File: config.mk
export PLATFORM = sky130hd
export DESIGN_NAME = vci_inserter
export DESIGN_NICKNAME = d
export VERILOG_FILES = /design/src/pkg/vci_pkg.sv /design/src/vci_inserter.sv
export SDC_FILE = /design/constraint.sdc
export NUM_CORES = 1
export LEC_CHECK = 0
export BUFFER_PORTS_ARGS = -buffer_cell sky130_fd_sc_hd__buf_2
export CAP_MARGIN = 5
export CORE_AREA = 5 5 187 189
export CTS_CLUSTER_DIAMETER = 30
export DETAILED_ROUTE_END_ITERATION = 6
export DIE_AREA = 0 0 192 194
export PLACE_DENSITY_LB_ADDON = 0.12
export REMOVE_ABC_BUFFERS = 1
export SLEW_MARGIN = 15
export SYNTH_ARGS = -nofsm -noshare
export SYNTH_HDL_FRONTEND = slang
export SYNTH_SLANG_ARGS = --single-unit
File: constraint.sdc
create_clock -name MCLK_I -period 7.27 [get_ports MCLK_I]
set_input_delay 0.3635 -clock MCLK_I [delete_from_list [all_inputs] [get_ports MCLK_I]]
set_output_delay 0.3635 -clock MCLK_I [all_outputs]
set_load 0.1 [all_outputs]
File: src/pkg/vci_pkg.sv
// Purpose: Constants for the vertical-blanking caption and copy-management inserter.
// Assumes: 10-bit video samples at the encoder pixel rate; AXI4-Lite register access.
// Notes:   Functional notes below, one line each.
package vci_pkg;
  // Register byte offsets.
  localparam logic [7:0] OFS_CTRL   = 8'h00;
  localparam logic [7:0] OFS_CC0    = 8'h04;
  localparam logic [7:0] OFS_CC1    = 8'h08;
  localparam logic [7:0] OFS_CCX0   = 8'h0C;
  localparam logic [7:0] OFS_CCX1   = 8'h10;
  localparam logic [7:0] OFS_CGMS0  = 8'h14;
  localparam logic [7:0] OFS_CGMS1  = 8'h18;
  localparam logic [7:0] OFS_CGMS2  = 8'h1C;
  localparam logic [7:0] OFS_STATUS = 8'h20;
  // CTRL fields and reset value.
  localparam int         CTRL_CC_LINE21_BIT  = 0;
  localparam int         CTRL_CC_LINE284_BIT = 1;
  localparam int         CTRL_NTSC_BIT       = 2;
  localparam logic [7:0] CTRL_RESET          = 8'h04;
  // CGMS0 fields.
  localparam int         CGMS_CRC_AUTO_BIT = 4;
  localparam int         CGMS_ODD_EN_BIT   = 5;
  localparam int         CGMS_EVEN_EN_BIT  = 6;
  localparam logic [7:0] DATA_RESET        = 8'h00;
  // Line numbers.
  localparam logic [9:0] LINE_CC_ODD    = 10'h015;
  localparam logic [9:0] LINE_CC_EVEN   = 10'h11C;
  localparam logic [9:0] LINE_CGMS_ODD  = 10'h014;
  localparam logic [9:0] LINE_CGMS_EVEN = 10'h11B;
  // Waveform timing in pixel samples.
  localparam logic [9:0] CC_LEAD_SAMPLES   = 10'h118;
  localparam logic [9:0] CGMS_LEAD_SAMPLES = 10'h0F0;
  localparam logic [9:0] CC_BIT_SAMPLES    = 10'h036;
  localparam logic [9:0] CGMS_BIT_SAMPLES  = 10'h03C;
  localparam logic [4:0] CC_RUNIN_BITS     = 5'h07;
  localparam logic [4:0] CC_GAP_BITS       = 5'h02;
  localparam logic [4:0] CC_DATA_BITS      = 5'h10;
  localparam logic [4:0] CGMS_DATA_BITS    = 5'h14;
  localparam logic [4:0] SINE_STEPS        = 5'h10;
  // Output levels.
  localparam logic [9:0] LVL_BLANK = 10'h100;
  localparam logic [9:0] LVL_CC_HI = 10'h230;
  localparam logic [9:0] LVL_CG_HI = 10'h2C0;
  localparam logic [5:0] CRC_PRESET = 6'h3F;
  localparam logic [1:0] RESP_OKAY   = 2'h0;
  localparam logic [1:0] RESP_SLVERR = 2'h2;

  typedef enum logic [2:0] {
    ST_IDLE  = 3'b000,
    ST_LEAD  = 3'b001,
    ST_RUNIN = 3'b010,
    ST_GAP   = 3'b011,
    ST_START = 3'b100,
    ST_DATA  = 3'b101
  } vci_state_t;
endpackage

File: src/vci_inserter.sv
// Purpose: Inserts caption and copy-management waveforms into the pixel stream.
// Assumes: Line timing inputs come from encoder logic on the same clock.
// Notes:   Output passes through an 8-word FIFO so the sink can stall the source.
//
// The AXI4-Lite slave port and the register addresses are this design's own decisions.
`timescale 1ns/1ps

module vci_fifo #(
  parameter int WIDTH = 10,
  parameter int DEPTH = 8
) (
  input  wire logic             clk_i,     // Clock.
  input  wire logic             rst_i,     // Async reset, active high.
  input  wire logic [WIDTH-1:0] in_data_i, // Write data.
  input  wire logic             in_valid_i,// Write request.
  output logic                  in_ready_o,// Space available.
  output logic [WIDTH-1:0]      out_data_o,// Head word.
  output logic                  out_valid_o,// Head valid.
  input  wire logic             out_ready_i // Head taken.
);
  localparam int AW = $clog2(DEPTH);
  logic [WIDTH-1:0] mem [DEPTH];
  logic [AW:0]      wptr_reg;
  logic [AW:0]      rptr_reg;
  logic             push;
  logic             pop;

  assign in_ready_o  = (wptr_reg - rptr_reg) != (AW+1)'(DEPTH);
  assign out_valid_o = wptr_reg != rptr_reg;
  assign out_data_o  = mem[rptr_reg[AW-1:0]];
  assign push        = in_valid_i && in_ready_o;
  assign pop         = out_valid_o && out_ready_i;

  always_ff @(posedge clk_i) begin
    if (push) begin
      mem[wptr_reg[AW-1:0]] <= in_data_i;
    end
  end

  always_ff @(posedge clk_i or posedge rst_i) begin
    if (rst_i) begin
      wptr_reg <= '0;
      rptr_reg <= '0;
    end else begin
      if (push) wptr_reg <= wptr_reg + 1'b1;
      if (pop) rptr_reg <= rptr_reg + 1'b1;
    end
  end
endmodule // vci_fifo

////////////////////////////////////////////////////////////////////////////////

module vci_inserter (
  input  wire logic        MCLK_I,        // 200 MHz clock.
  input  wire logic        SYS_RST_I,     // Async reset, active high.
  input  wire logic [31:0] S_AXI_AWADDR,  // Write address.
  input  wire logic        S_AXI_AWVALID, // Write address valid.
  output logic             S_AXI_AWREADY, // Write address ready.
  input  wire logic [31:0] S_AXI_WDATA,   // Write data.
  input  wire logic [3:0]  S_AXI_WSTRB,   // Write strobes.
  input  wire logic        S_AXI_WVALID,  // Write data valid.
  output logic             S_AXI_WREADY,  // Write data ready.
  output logic [1:0]       S_AXI_BRESP,   // Write response.
  output logic             S_AXI_BVALID,  // Write response valid.
  input  wire logic        S_AXI_BREADY,  // Write response ready.
  input  wire logic [31:0] S_AXI_ARADDR,  // Read address.
  input  wire logic        S_AXI_ARVALID, // Read address valid.
  output logic             S_AXI_ARREADY, // Read address ready.
  output logic [31:0]      S_AXI_RDATA,   // Read data.
  output logic [1:0]       S_AXI_RRESP,   // Read response.
  output logic             S_AXI_RVALID,  // Read data valid.
  input  wire logic        S_AXI_RREADY,  // Read data ready.
  input  wire logic        LINE_START_I,  // One-cycle pulse at line start.
  input  wire logic [9:0]  LINE_NUM_I,    // Line number of the new line.
  input  wire logic        FIELD_ODD_I,   // High in odd fields.
  input  wire logic [9:0]  PIX_DATA_I,    // Incoming pixel sample.
  input  wire logic        PIX_VALID_I,   // Pixel sample valid.
  output logic             PIX_READY_O,   // Pixel sample accepted.
  output logic [9:0]       VID_DATA_O,    // Outgoing sample.
  output logic             VID_VALID_O,   // Outgoing sample valid.
  input  wire logic        VID_READY_I,   // Sink ready.
  output logic             VBI_ACTIVE_O   // High while inserting.
);
  import vci_pkg::*;

  function automatic logic [7:0] add_parity(input logic [7:0] b);
    add_parity = {~(^b[6:0]), b[6:0]};
  endfunction

  function automatic logic [5:0] cgms_crc(input logic [13:0] d);
    logic [5:0] c;
    logic       fb;
    c = CRC_PRESET;
    for (int i = 0; i < 14; i++) begin
      fb = d[i] ^ c[5];
      c  = {c[4:0], fb} ^ {4'h0, fb, 1'b0};
    end
    cgms_crc = c;
  endfunction

  function automatic logic [9:0] sine_lvl(input logic [3:0] idx);
    case (idx)
      4'h0: sine_lvl = 10'h198;
      4'h1: sine_lvl = 10'h1D2;
      4'h2: sine_lvl = 10'h203;
      4'h3: sine_lvl = 10'h224;
      4'h4: sine_lvl = 10'h230;
      4'h5: sine_lvl = 10'h224;
      4'h6: sine_lvl = 10'h203;
      4'h7: sine_lvl = 10'h1D2;
      4'h8: sine_lvl = 10'h198;
      4'h9: sine_lvl = 10'h15E;
      4'hA: sine_lvl = 10'h12D;
      4'hB: sine_lvl = 10'h10C;
      4'hC: sine_lvl = 10'h100;
      4'hD: sine_lvl = 10'h10C;
      4'hE: sine_lvl = 10'h12D;
      default: sine_lvl = 10'h15E;
    endcase
  endfunction

  //////////////////////////////////////////////////////////////////////////////
  // Register file over AXI4-Lite.

  logic [7:0]  ctrl_reg, cc0_reg, cc1_reg, ccx0_reg, ccx1_reg;
  logic [7:0]  cgms0_reg, cgms1_reg, cgms2_reg;
  logic [7:0]  cc_sent_reg, cgms_sent_reg;
  logic        aw_full_reg, w_full_reg;
  logic [7:0]  aw_addr_reg;
  logic [31:0] w_data_reg;
  logic [3:0]  w_strb_reg;
  logic        do_write;
  logic        ar_take;
  logic [31:0] rd_word;
  logic        rd_hit;

  assign S_AXI_AWREADY = !aw_full_reg && !S_AXI_BVALID;
  assign S_AXI_WREADY  = !w_full_reg && !S_AXI_BVALID;
  assign S_AXI_ARREADY = !S_AXI_RVALID;
  assign do_write      = aw_full_reg && w_full_reg && !S_AXI_BVALID;
  assign ar_take       = S_AXI_ARVALID && S_AXI_ARREADY;

  always_ff @(posedge MCLK_I or posedge SYS_RST_I) begin
    if (SYS_RST_I) begin
      aw_full_reg  <= 1'b0;
      w_full_reg   <= 1'b0;
      aw_addr_reg  <= 8'h00;
      w_data_reg   <= 32'h0000_0000;
      w_strb_reg   <= 4'h0;
      S_AXI_BVALID <= 1'b0;
      S_AXI_BRESP  <= RESP_OKAY;
    end else begin
      if (S_AXI_AWVALID && S_AXI_AWREADY) begin
        aw_full_reg <= 1'b1;
        aw_addr_reg <= S_AXI_AWADDR[7:0];
      end
      if (S_AXI_WVALID && S_AXI_WREADY) begin
        w_full_reg <= 1'b1;
        w_data_reg <= S_AXI_WDATA;
        w_strb_reg <= S_AXI_WSTRB;
      end
      if (do_write) begin
        aw_full_reg  <= 1'b0;
        w_full_reg   <= 1'b0;
        S_AXI_BVALID <= 1'b1;
        S_AXI_BRESP  <= (aw_addr_reg <= OFS_CGMS2 && aw_addr_reg[1:0] == 2'h0) ?
                        RESP_OKAY : RESP_SLVERR;
      end else if (S_AXI_BVALID && S_AXI_BREADY) begin
        S_AXI_BVALID <= 1'b0;
      end
    end
  end

  // Only byte lane 0 carries register bits; the upper lanes read as zero except in STATUS.
  always_ff @(posedge MCLK_I or posedge SYS_RST_I) begin
    if (SYS_RST_I) begin
      ctrl_reg  <= CTRL_RESET;
      cc0_reg   <= DATA_RESET;
      cc1_reg   <= DATA_RESET;
      ccx0_reg  <= DATA_RESET;
      ccx1_reg  <= DATA_RESET;
      cgms0_reg <= DATA_RESET;
      cgms1_reg <= DATA_RESET;
      cgms2_reg <= DATA_RESET;
    end else if (do_write && w_strb_reg[0]) begin
      case (aw_addr_reg)
        OFS_CTRL:  ctrl_reg  <= w_data_reg[7:0];
        OFS_CC0:   cc0_reg   <= w_data_reg[7:0];
        OFS_CC1:   cc1_reg   <= w_data_reg[7:0];
        OFS_CCX0:  ccx0_reg  <= w_data_reg[7:0];
        OFS_CCX1:  ccx1_reg  <= w_data_reg[7:0];
        OFS_CGMS0: cgms0_reg <= w_data_reg[7:0];
        OFS_CGMS1: cgms1_reg <= w_data_reg[7:0];
        OFS_CGMS2: cgms2_reg <= w_data_reg[7:0];
        default:   ;
      endcase
    end
  end

  vci_state_t state_reg, state_next;
  logic       kind_cgms_reg;
  logic       field_odd_reg;

  always_comb begin
    rd_hit  = 1'b1;
    rd_word = 32'h0000_0000;
    case (S_AXI_ARADDR[7:0])
      OFS_CTRL:   rd_word[7:0] = ctrl_reg;
      OFS_CC0:    rd_word[7:0] = cc0_reg;
      OFS_CC1:    rd_word[7:0] = cc1_reg;
      OFS_CCX0:   rd_word[7:0] = ccx0_reg;
      OFS_CCX1:   rd_word[7:0] = ccx1_reg;
      OFS_CGMS0:  rd_word[7:0] = cgms0_reg;
      OFS_CGMS1:  rd_word[7:0] = cgms1_reg;
      OFS_CGMS2:  rd_word[7:0] = cgms2_reg;
      OFS_STATUS: rd_word = {8'h00, cgms_sent_reg, cc_sent_reg, 3'h0,
                             field_odd_reg, kind_cgms_reg, state_reg};
      default:    rd_hit = 1'b0;
    endcase
  end

  always_ff @(posedge MCLK_I or posedge SYS_RST_I) begin
    if (SYS_RST_I) begin
      S_AXI_RVALID <= 1'b0;
      S_AXI_RDATA  <= 32'h0000_0000;
      S_AXI_RRESP  <= RESP_OKAY;
    end else if (ar_take) begin
      S_AXI_RVALID <= 1'b1;
      S_AXI_RDATA  <= rd_word;
      S_AXI_RRESP  <= rd_hit ? RESP_OKAY : RESP_SLVERR;
    end else if (S_AXI_RVALID && S_AXI_RREADY) begin
      S_AXI_RVALID <= 1'b0;
    end
  end

  //////////////////////////////////////////////////////////////////////////////
  // Line selection and snapshot of the data to send.

  logic        cc_odd_hit, cc_even_hit, cgms_hit, line_go;
  logic [19:0] cgms_word;
  logic [19:0] shift_reg;
  logic [9:0]  cnt_reg;
  logic [4:0]  bit_reg;
  logic [5:0]  acc_reg;
  logic        cc_line_reg;
  logic [3:0]  sine_idx_reg;
  logic        in_take;
  logic        fifo_ready;
  logic        active;
  logic [9:0]  gen_lvl;
  logic [9:0]  bit_len;
  logic        bit_end;

  assign cc_odd_hit  = FIELD_ODD_I && LINE_NUM_I == LINE_CC_ODD &&
                       ctrl_reg[CTRL_CC_LINE21_BIT];
  assign cc_even_hit = !FIELD_ODD_I && LINE_NUM_I == LINE_CC_EVEN &&
                       ctrl_reg[CTRL_CC_LINE284_BIT];
  assign cgms_hit    = ctrl_reg[CTRL_NTSC_BIT] &&
                       ((FIELD_ODD_I && LINE_NUM_I == LINE_CGMS_ODD &&
                         cgms0_reg[CGMS_ODD_EN_BIT]) ||
                        (!FIELD_ODD_I && LINE_NUM_I == LINE_CGMS_EVEN &&
                         cgms0_reg[CGMS_EVEN_EN_BIT]));
  assign line_go     = LINE_START_I && (cc_odd_hit || cc_even_hit || cgms_hit);

  // Word is sent C0 first; bit i of the word is Ci.
  assign cgms_word = cgms0_reg[CGMS_CRC_AUTO_BIT] ?
                     {cgms_crc({cgms1_reg[5:0], cgms2_reg}), cgms1_reg[5:0], cgms2_reg} :
                     {cgms0_reg[3:0], cgms1_reg, cgms2_reg};

  // The data registers are the only buffer, sampled at the start of the line,
  // so a byte loaded on the line before goes out in the same field.
  always_ff @(posedge MCLK_I or posedge SYS_RST_I) begin
    if (SYS_RST_I) begin
      shift_reg     <= 20'h00000;
      kind_cgms_reg <= 1'b0;
      field_odd_reg <= 1'b0;
    end else if (line_go) begin
      field_odd_reg <= FIELD_ODD_I;
      kind_cgms_reg <= cgms_hit;
      if (cgms_hit) begin
        shift_reg <= cgms_word;
      end else if (cc_odd_hit) begin
        shift_reg <= {4'h0, add_parity(cc1_reg), add_parity(cc0_reg)};
      end else begin
        shift_reg <= {4'h0, add_parity(ccx1_reg), add_parity(ccx0_reg)};
      end
    end else if (state_reg == ST_DATA && bit_end) begin
      shift_reg <= {1'b0, shift_reg[19:1]};
    end
  end

  // A caption line is blanked from its start to the next line start, so no pixel leaks.
  always_ff @(posedge MCLK_I or posedge SYS_RST_I) begin
    if (SYS_RST_I) begin
      cc_line_reg <= 1'b0;
    end else if (LINE_START_I) begin
      cc_line_reg <= (cc_odd_hit || cc_even_hit) && !cgms_hit;
    end
  end

  //////////////////////////////////////////////////////////////////////////////
  // Waveform sequencer, stepped by each pixel sample taken.

  assign active   = state_reg != ST_IDLE && state_reg != ST_LEAD;
  assign in_take  = PIX_VALID_I && fifo_ready;
  assign bit_len  = state_reg == ST_LEAD ?
                    (kind_cgms_reg ? CGMS_LEAD_SAMPLES : CC_LEAD_SAMPLES) :
                    (kind_cgms_reg ? CGMS_BIT_SAMPLES : CC_BIT_SAMPLES);
  assign bit_end  = in_take && cnt_reg == bit_len - 10'h001;

  always_comb begin
    state_next = state_reg;
    case (state_reg)
      ST_IDLE:  state_next = state_reg;
      ST_LEAD:  if (bit_end) state_next = kind_cgms_reg ? ST_START : ST_RUNIN;
      ST_RUNIN: if (bit_end && bit_reg == CC_RUNIN_BITS - 5'h01) state_next = ST_GAP;
      ST_GAP:   if (bit_end && bit_reg == CC_GAP_BITS - 5'h01) state_next = ST_START;
      ST_START: if (bit_end) state_next = ST_DATA;
      ST_DATA: begin
        if (bit_end && bit_reg == (kind_cgms_reg ? CGMS_DATA_BITS : CC_DATA_BITS) - 5'h01) begin
          state_next = ST_IDLE;
        end
      end
      default:  state_next = ST_IDLE;
    endcase
    if (line_go) state_next = ST_LEAD;
  end

  always_ff @(posedge MCLK_I or posedge SYS_RST_I) begin
    if (SYS_RST_I) begin
      state_reg <= ST_IDLE;
      cnt_reg   <= 10'h000;
      bit_reg   <= 5'h00;
    end else begin
      state_reg <= state_next;
      if (line_go || state_next != state_reg) begin
        cnt_reg <= 10'h000;
        bit_reg <= 5'h00;
      end else if (bit_end) begin
        cnt_reg <= 10'h000;
        bit_reg <= bit_reg + 5'h01;
      end else if (in_take) begin
        cnt_reg <= cnt_reg + 10'h001;
      end
    end
  end

  // Run-in phase steps sixteen table entries per bit, so it stays locked.
  // The phase sum reaches one bit length less one, so it needs six bits.
  always_ff @(posedge MCLK_I or posedge SYS_RST_I) begin
    if (SYS_RST_I) begin
      acc_reg      <= 6'h00;
      sine_idx_reg <= 4'h0;
    end else if (state_reg != ST_RUNIN) begin
      acc_reg      <= 6'h00;
      sine_idx_reg <= 4'h0;
    end else if (in_take) begin
      if (bit_end) begin
        acc_reg      <= 6'h00;
        sine_idx_reg <= 4'h0;
      end else if ({4'h0, acc_reg} + {5'h00, SINE_STEPS} >= CC_BIT_SAMPLES) begin
        acc_reg      <= 6'((10'(acc_reg) + 10'(SINE_STEPS)) - CC_BIT_SAMPLES);
        sine_idx_reg <= sine_idx_reg + 4'h1;
      end else begin
        acc_reg <= acc_reg + {1'b0, SINE_STEPS};
      end
    end
  end

  always_comb begin
    case (state_reg)
      ST_RUNIN: gen_lvl = sine_lvl(sine_idx_reg);
      ST_START: gen_lvl = kind_cgms_reg ? LVL_CG_HI : LVL_CC_HI;
      ST_DATA:  gen_lvl = !shift_reg[0] ? LVL_BLANK : (kind_cgms_reg ? LVL_CG_HI : LVL_CC_HI);
      default:  gen_lvl = LVL_BLANK;
    endcase
  end

  always_ff @(posedge MCLK_I or posedge SYS_RST_I) begin
    if (SYS_RST_I) begin
      cc_sent_reg   <= 8'h00;
      cgms_sent_reg <= 8'h00;
      VBI_ACTIVE_O  <= 1'b0;
    end else begin
      VBI_ACTIVE_O <= active;
      if (state_reg == ST_DATA && state_next == ST_IDLE) begin
        if (kind_cgms_reg) cgms_sent_reg <= cgms_sent_reg + 8'h01;
        else cc_sent_reg <= cc_sent_reg + 8'h01;
      end
    end
  end

  assign PIX_READY_O = fifo_ready;

  // While inserting, incoming pixels are taken and replaced by the waveform.
  vci_fifo #(.WIDTH(10), .DEPTH(8)) u_fifo (
    .clk_i       (MCLK_I),
    .rst_i       (SYS_RST_I),
    .in_data_i   ((active || cc_line_reg) ? gen_lvl : PIX_DATA_I),
    .in_valid_i  (PIX_VALID_I),
    .in_ready_o  (fifo_ready),
    .out_data_o  (VID_DATA_O),
    .out_valid_o (VID_VALID_O),
    .out_ready_i (VID_READY_I)
  );
endmodule // vci_inserter

==> results.toml <==
[status]
status = "complete, no violations"

[timing]
fmax_mhz = 245
fin_crit_sh_pct = 56.2
relSlewSlack_pct = 25.7
skew_ns = 0.0181
fin_crit_ns = 4.09
tightest_slew_ns = 1.11
holdWs_ns = 0.0258
hold_violations = 0
rsz0062_at_grt = "false"
finalSetupTns_ns = 0
finalSetupViolations = 0
finalMaxSlewViolations = 0

[layout]
area_growth_pct = 23.7
diodes = 0
finalNetCount = 1413
fillers = 3013
drive_above_1_share_pct = 26.2
final_cell_mix = "dfrtp_1 (185), nand2_1 (130), buf_2 (99), mux2_2 (86), edfxtp_1 (80)"
largest_register_ffs = 80
final_common_cell = "dfrtp_1"

[detailed_routing]
top_layer = "met4"
vias = 9323
met1_length_um = 15000
drt_iter0_markers = 617
dr.pass1.iters = 7
vias_per_cell = 5.30
detail_route.wl_per_cell_um = 19.0
drc = 0
wl_um = 33400
dr_wl_met2_um = 16200
wl_met3_um = 1460
antenna_left = 0

[setup_path]
end_kind = "register"
worstPathMaxFanout = 31
worst-r2r-cell-count = 11
arrival_ns = 4.53
path_class = "reg2reg"
worstPathCellList = "buf_4 > inv_1 > ha_1 > a21oi_1 > nand3_1 > a41oi_2 > buf_4 > and4_1 > o21ai_0 > a22oi_1 > nor2_1"
max_stage_delay_ns = 0.96
cp_common_cell = "buf_4"
cpMaxStageDelayCell = "and4_1"
start_kind = "register"
required_ns = 7.71

[yosys]
avgSynthCellArea_sq_um = 11.5
syn_inst = 1134
postSynth.asyncResetShare_pct = 69.9
synth_edf_count = 80
ys_seq_area_share_pct = 53.9
syn-cell-area_sq_um = 13100
ys_types = 68
yosys_warnings = 0
synth_ff_type = "dfrtp_1"
synth-seq-cells = 266

[placement]
io_buffers = 99
dp_hpwl_um = 22600
gp_congestion = 0.854

[floorplan]
initial_core_util_pct = 39.5
io_pins = 185
die-area_sq_um = 37200
core_sq_um = 33100
die_w_um = 192
die_h_um = 194
rows = 67

[power]
ir_drop_mv = 0.355
power_leakage_nw = 6.87
cellPowerDensity_nw_per_um2 = 385

[hold_path]
hold_path_depth = 2
hold_class = "in2reg"

[cts]
numCtsBuffers = 57
clock_sinks = 266
ctsHoldBuffers = 3
cts_tree = "yes"
cts-resized-gates = 0
clockBufferDepth = 3
clk_pin_slew_ns = 0.05
htreeDepth = 2
cts_root_buffer = "clkbuf_16"
clkLatencyLatePin_ns = 0.57
post_cts_buffers = 0

[run]
maxCapViolCount = 0

[global_routing]
grt_overflow = 0
grt_antenna_before_repair = 1
grt_pass1_wl_um = 53800
grtUsageTotal_pct = 18.0
grt_max_degree = 111
grt_pass1_vias = 9622
[layer usage]
metal  track usage (%)  vias to the layer above
met4              5.20                        0
met3              2.88                       60
met1              24.7                     4622
li1                  -                     4441
met2              29.7                      200
met5                 0                        -
[worst max-delay path, delay by kind of cell, from the launching register on]
kind / cells / cell delay, ns
AOI/OAI and AO/OA: 4 / 1.18
DFF: 1 / 0.35
adders and majority gates: 1 / 0.36
and+or+nand+nor: 3 / 1.21
buffers and inverters: 3 / 0.84
[layout make-up]
cell class / count / area [sq um] / area share (%)
Multi-Input combinational cell: 791 / 5740 / 35.5
Tap cell: 448 / 561 / 3.47
Inverter: 24 / 97.6 / 0.603
Timing Repair Buffer: 123 / 687 / 4.25
Clock inverter: 37 / 470 / 2.91
Sequential cell: 266 / 7060 / 43.6
Clock buffer: 70 / 1570 / 9.68
[synthesized netlist by cell type (11+ instances only)]
cell | number | share of area, %
nor3_1 | 21 | 0.80
nand4_1 | 15 | 0.72
mux2i_1 | 23 | 1.8
dfrtp_1 | 185 | 35
inv_1 | 24 | 0.69
and3_1 | 20 | 0.96
a21oi_1 | 57 | 2.2
a22oi_1 | 12 | 0.69
xnor2_1 | 52 | 3.5
a222oi_1 | 11 | 0.84
xor2_1 | 26 | 1.7
nor2_1 | 74 | 2.1
a211oi_1 | 25 | 1.4
mux4_2 | 20 | 3.4
o21ai_0 | 41 | 1.6
nand2_1 | 130 | 3.7
nand3_1 | 22 | 0.84
edfxtp_1 | 80 | 18
clkbuf_1 | 43 | 1.2
mux2_2 | 86 | 7.4
ha_1 | 19 | 1.8
[metrics by stage]
stage	total power, mW	setup slack (ns)	instance area [sq um]	util (%)	cells
floorplan	3.18	1.85	12800	-	1081
global placement	3.58	3.13	14100	42.6	1649
detailed placement	3.59	3.11	14100	42.6	1649
CTS	6.30	3.08	16200	48.8	1759
global route	6.52	2.79	16200	48.9	1759
finish	6.23	3.18	16200	48.9	1759
[final timing paths]
kind | from | endpoint | slack, ns
max | u_fifo.rptr_reg[2]$_DFFE_PP0P_ | sine_idx_reg[1]$_DFFE_PP0P_ | 3.18
min | S_AXI_WDATA[5] | w_data_reg[5]$_DFFE_PP0P_ | 0.03
max reg2reg | u_fifo.rptr_reg[2]$_DFFE_PP0P_ | sine_idx_reg[1]$_DFFE_PP0P_ | 3.18
min reg2reg | cgms_sent_reg[7]$_DFFE_PP0P_ | cgms_sent_reg[7]$_DFFE_PP0P_ | 0.46
max in group asynchronous | SYS_RST_I | VBI_ACTIVE_O$_DFF_PP0_ | 5.51
min in group asynchronous | SYS_RST_I | S_AXI_RVALID$_DFFE_PP0P_ | 0.48
[kinds of logic (layout without fill, tap and decap cells)]
logic type               after synthesis  after routing  share of synthesized area (%)
multiplexers                         129            129                           12.6
AO/OA/AOI/OAI                        210            210                           10.7
other                                  1             10                         0.0287
adder cells (fa/ha/maj)               20             20                           1.89
XOR/XNOR                              78             78                           5.22
AND/OR/NAND/NOR                      344            344                           12.8
buffers and inverters                 86            254                           2.78
flip-flops                           266            266                           53.9
[power breakdown]
group          switching (mW)  internal (mW)  total (mW)  leakage (nW)
Sequential              0.250           1.76        2.01          3.17
Combinational            1.06          0.493        1.55          2.71
Clock                   0.852           1.82        2.67         0.987
No activity file was read; power rests on OpenSTA's default activity.
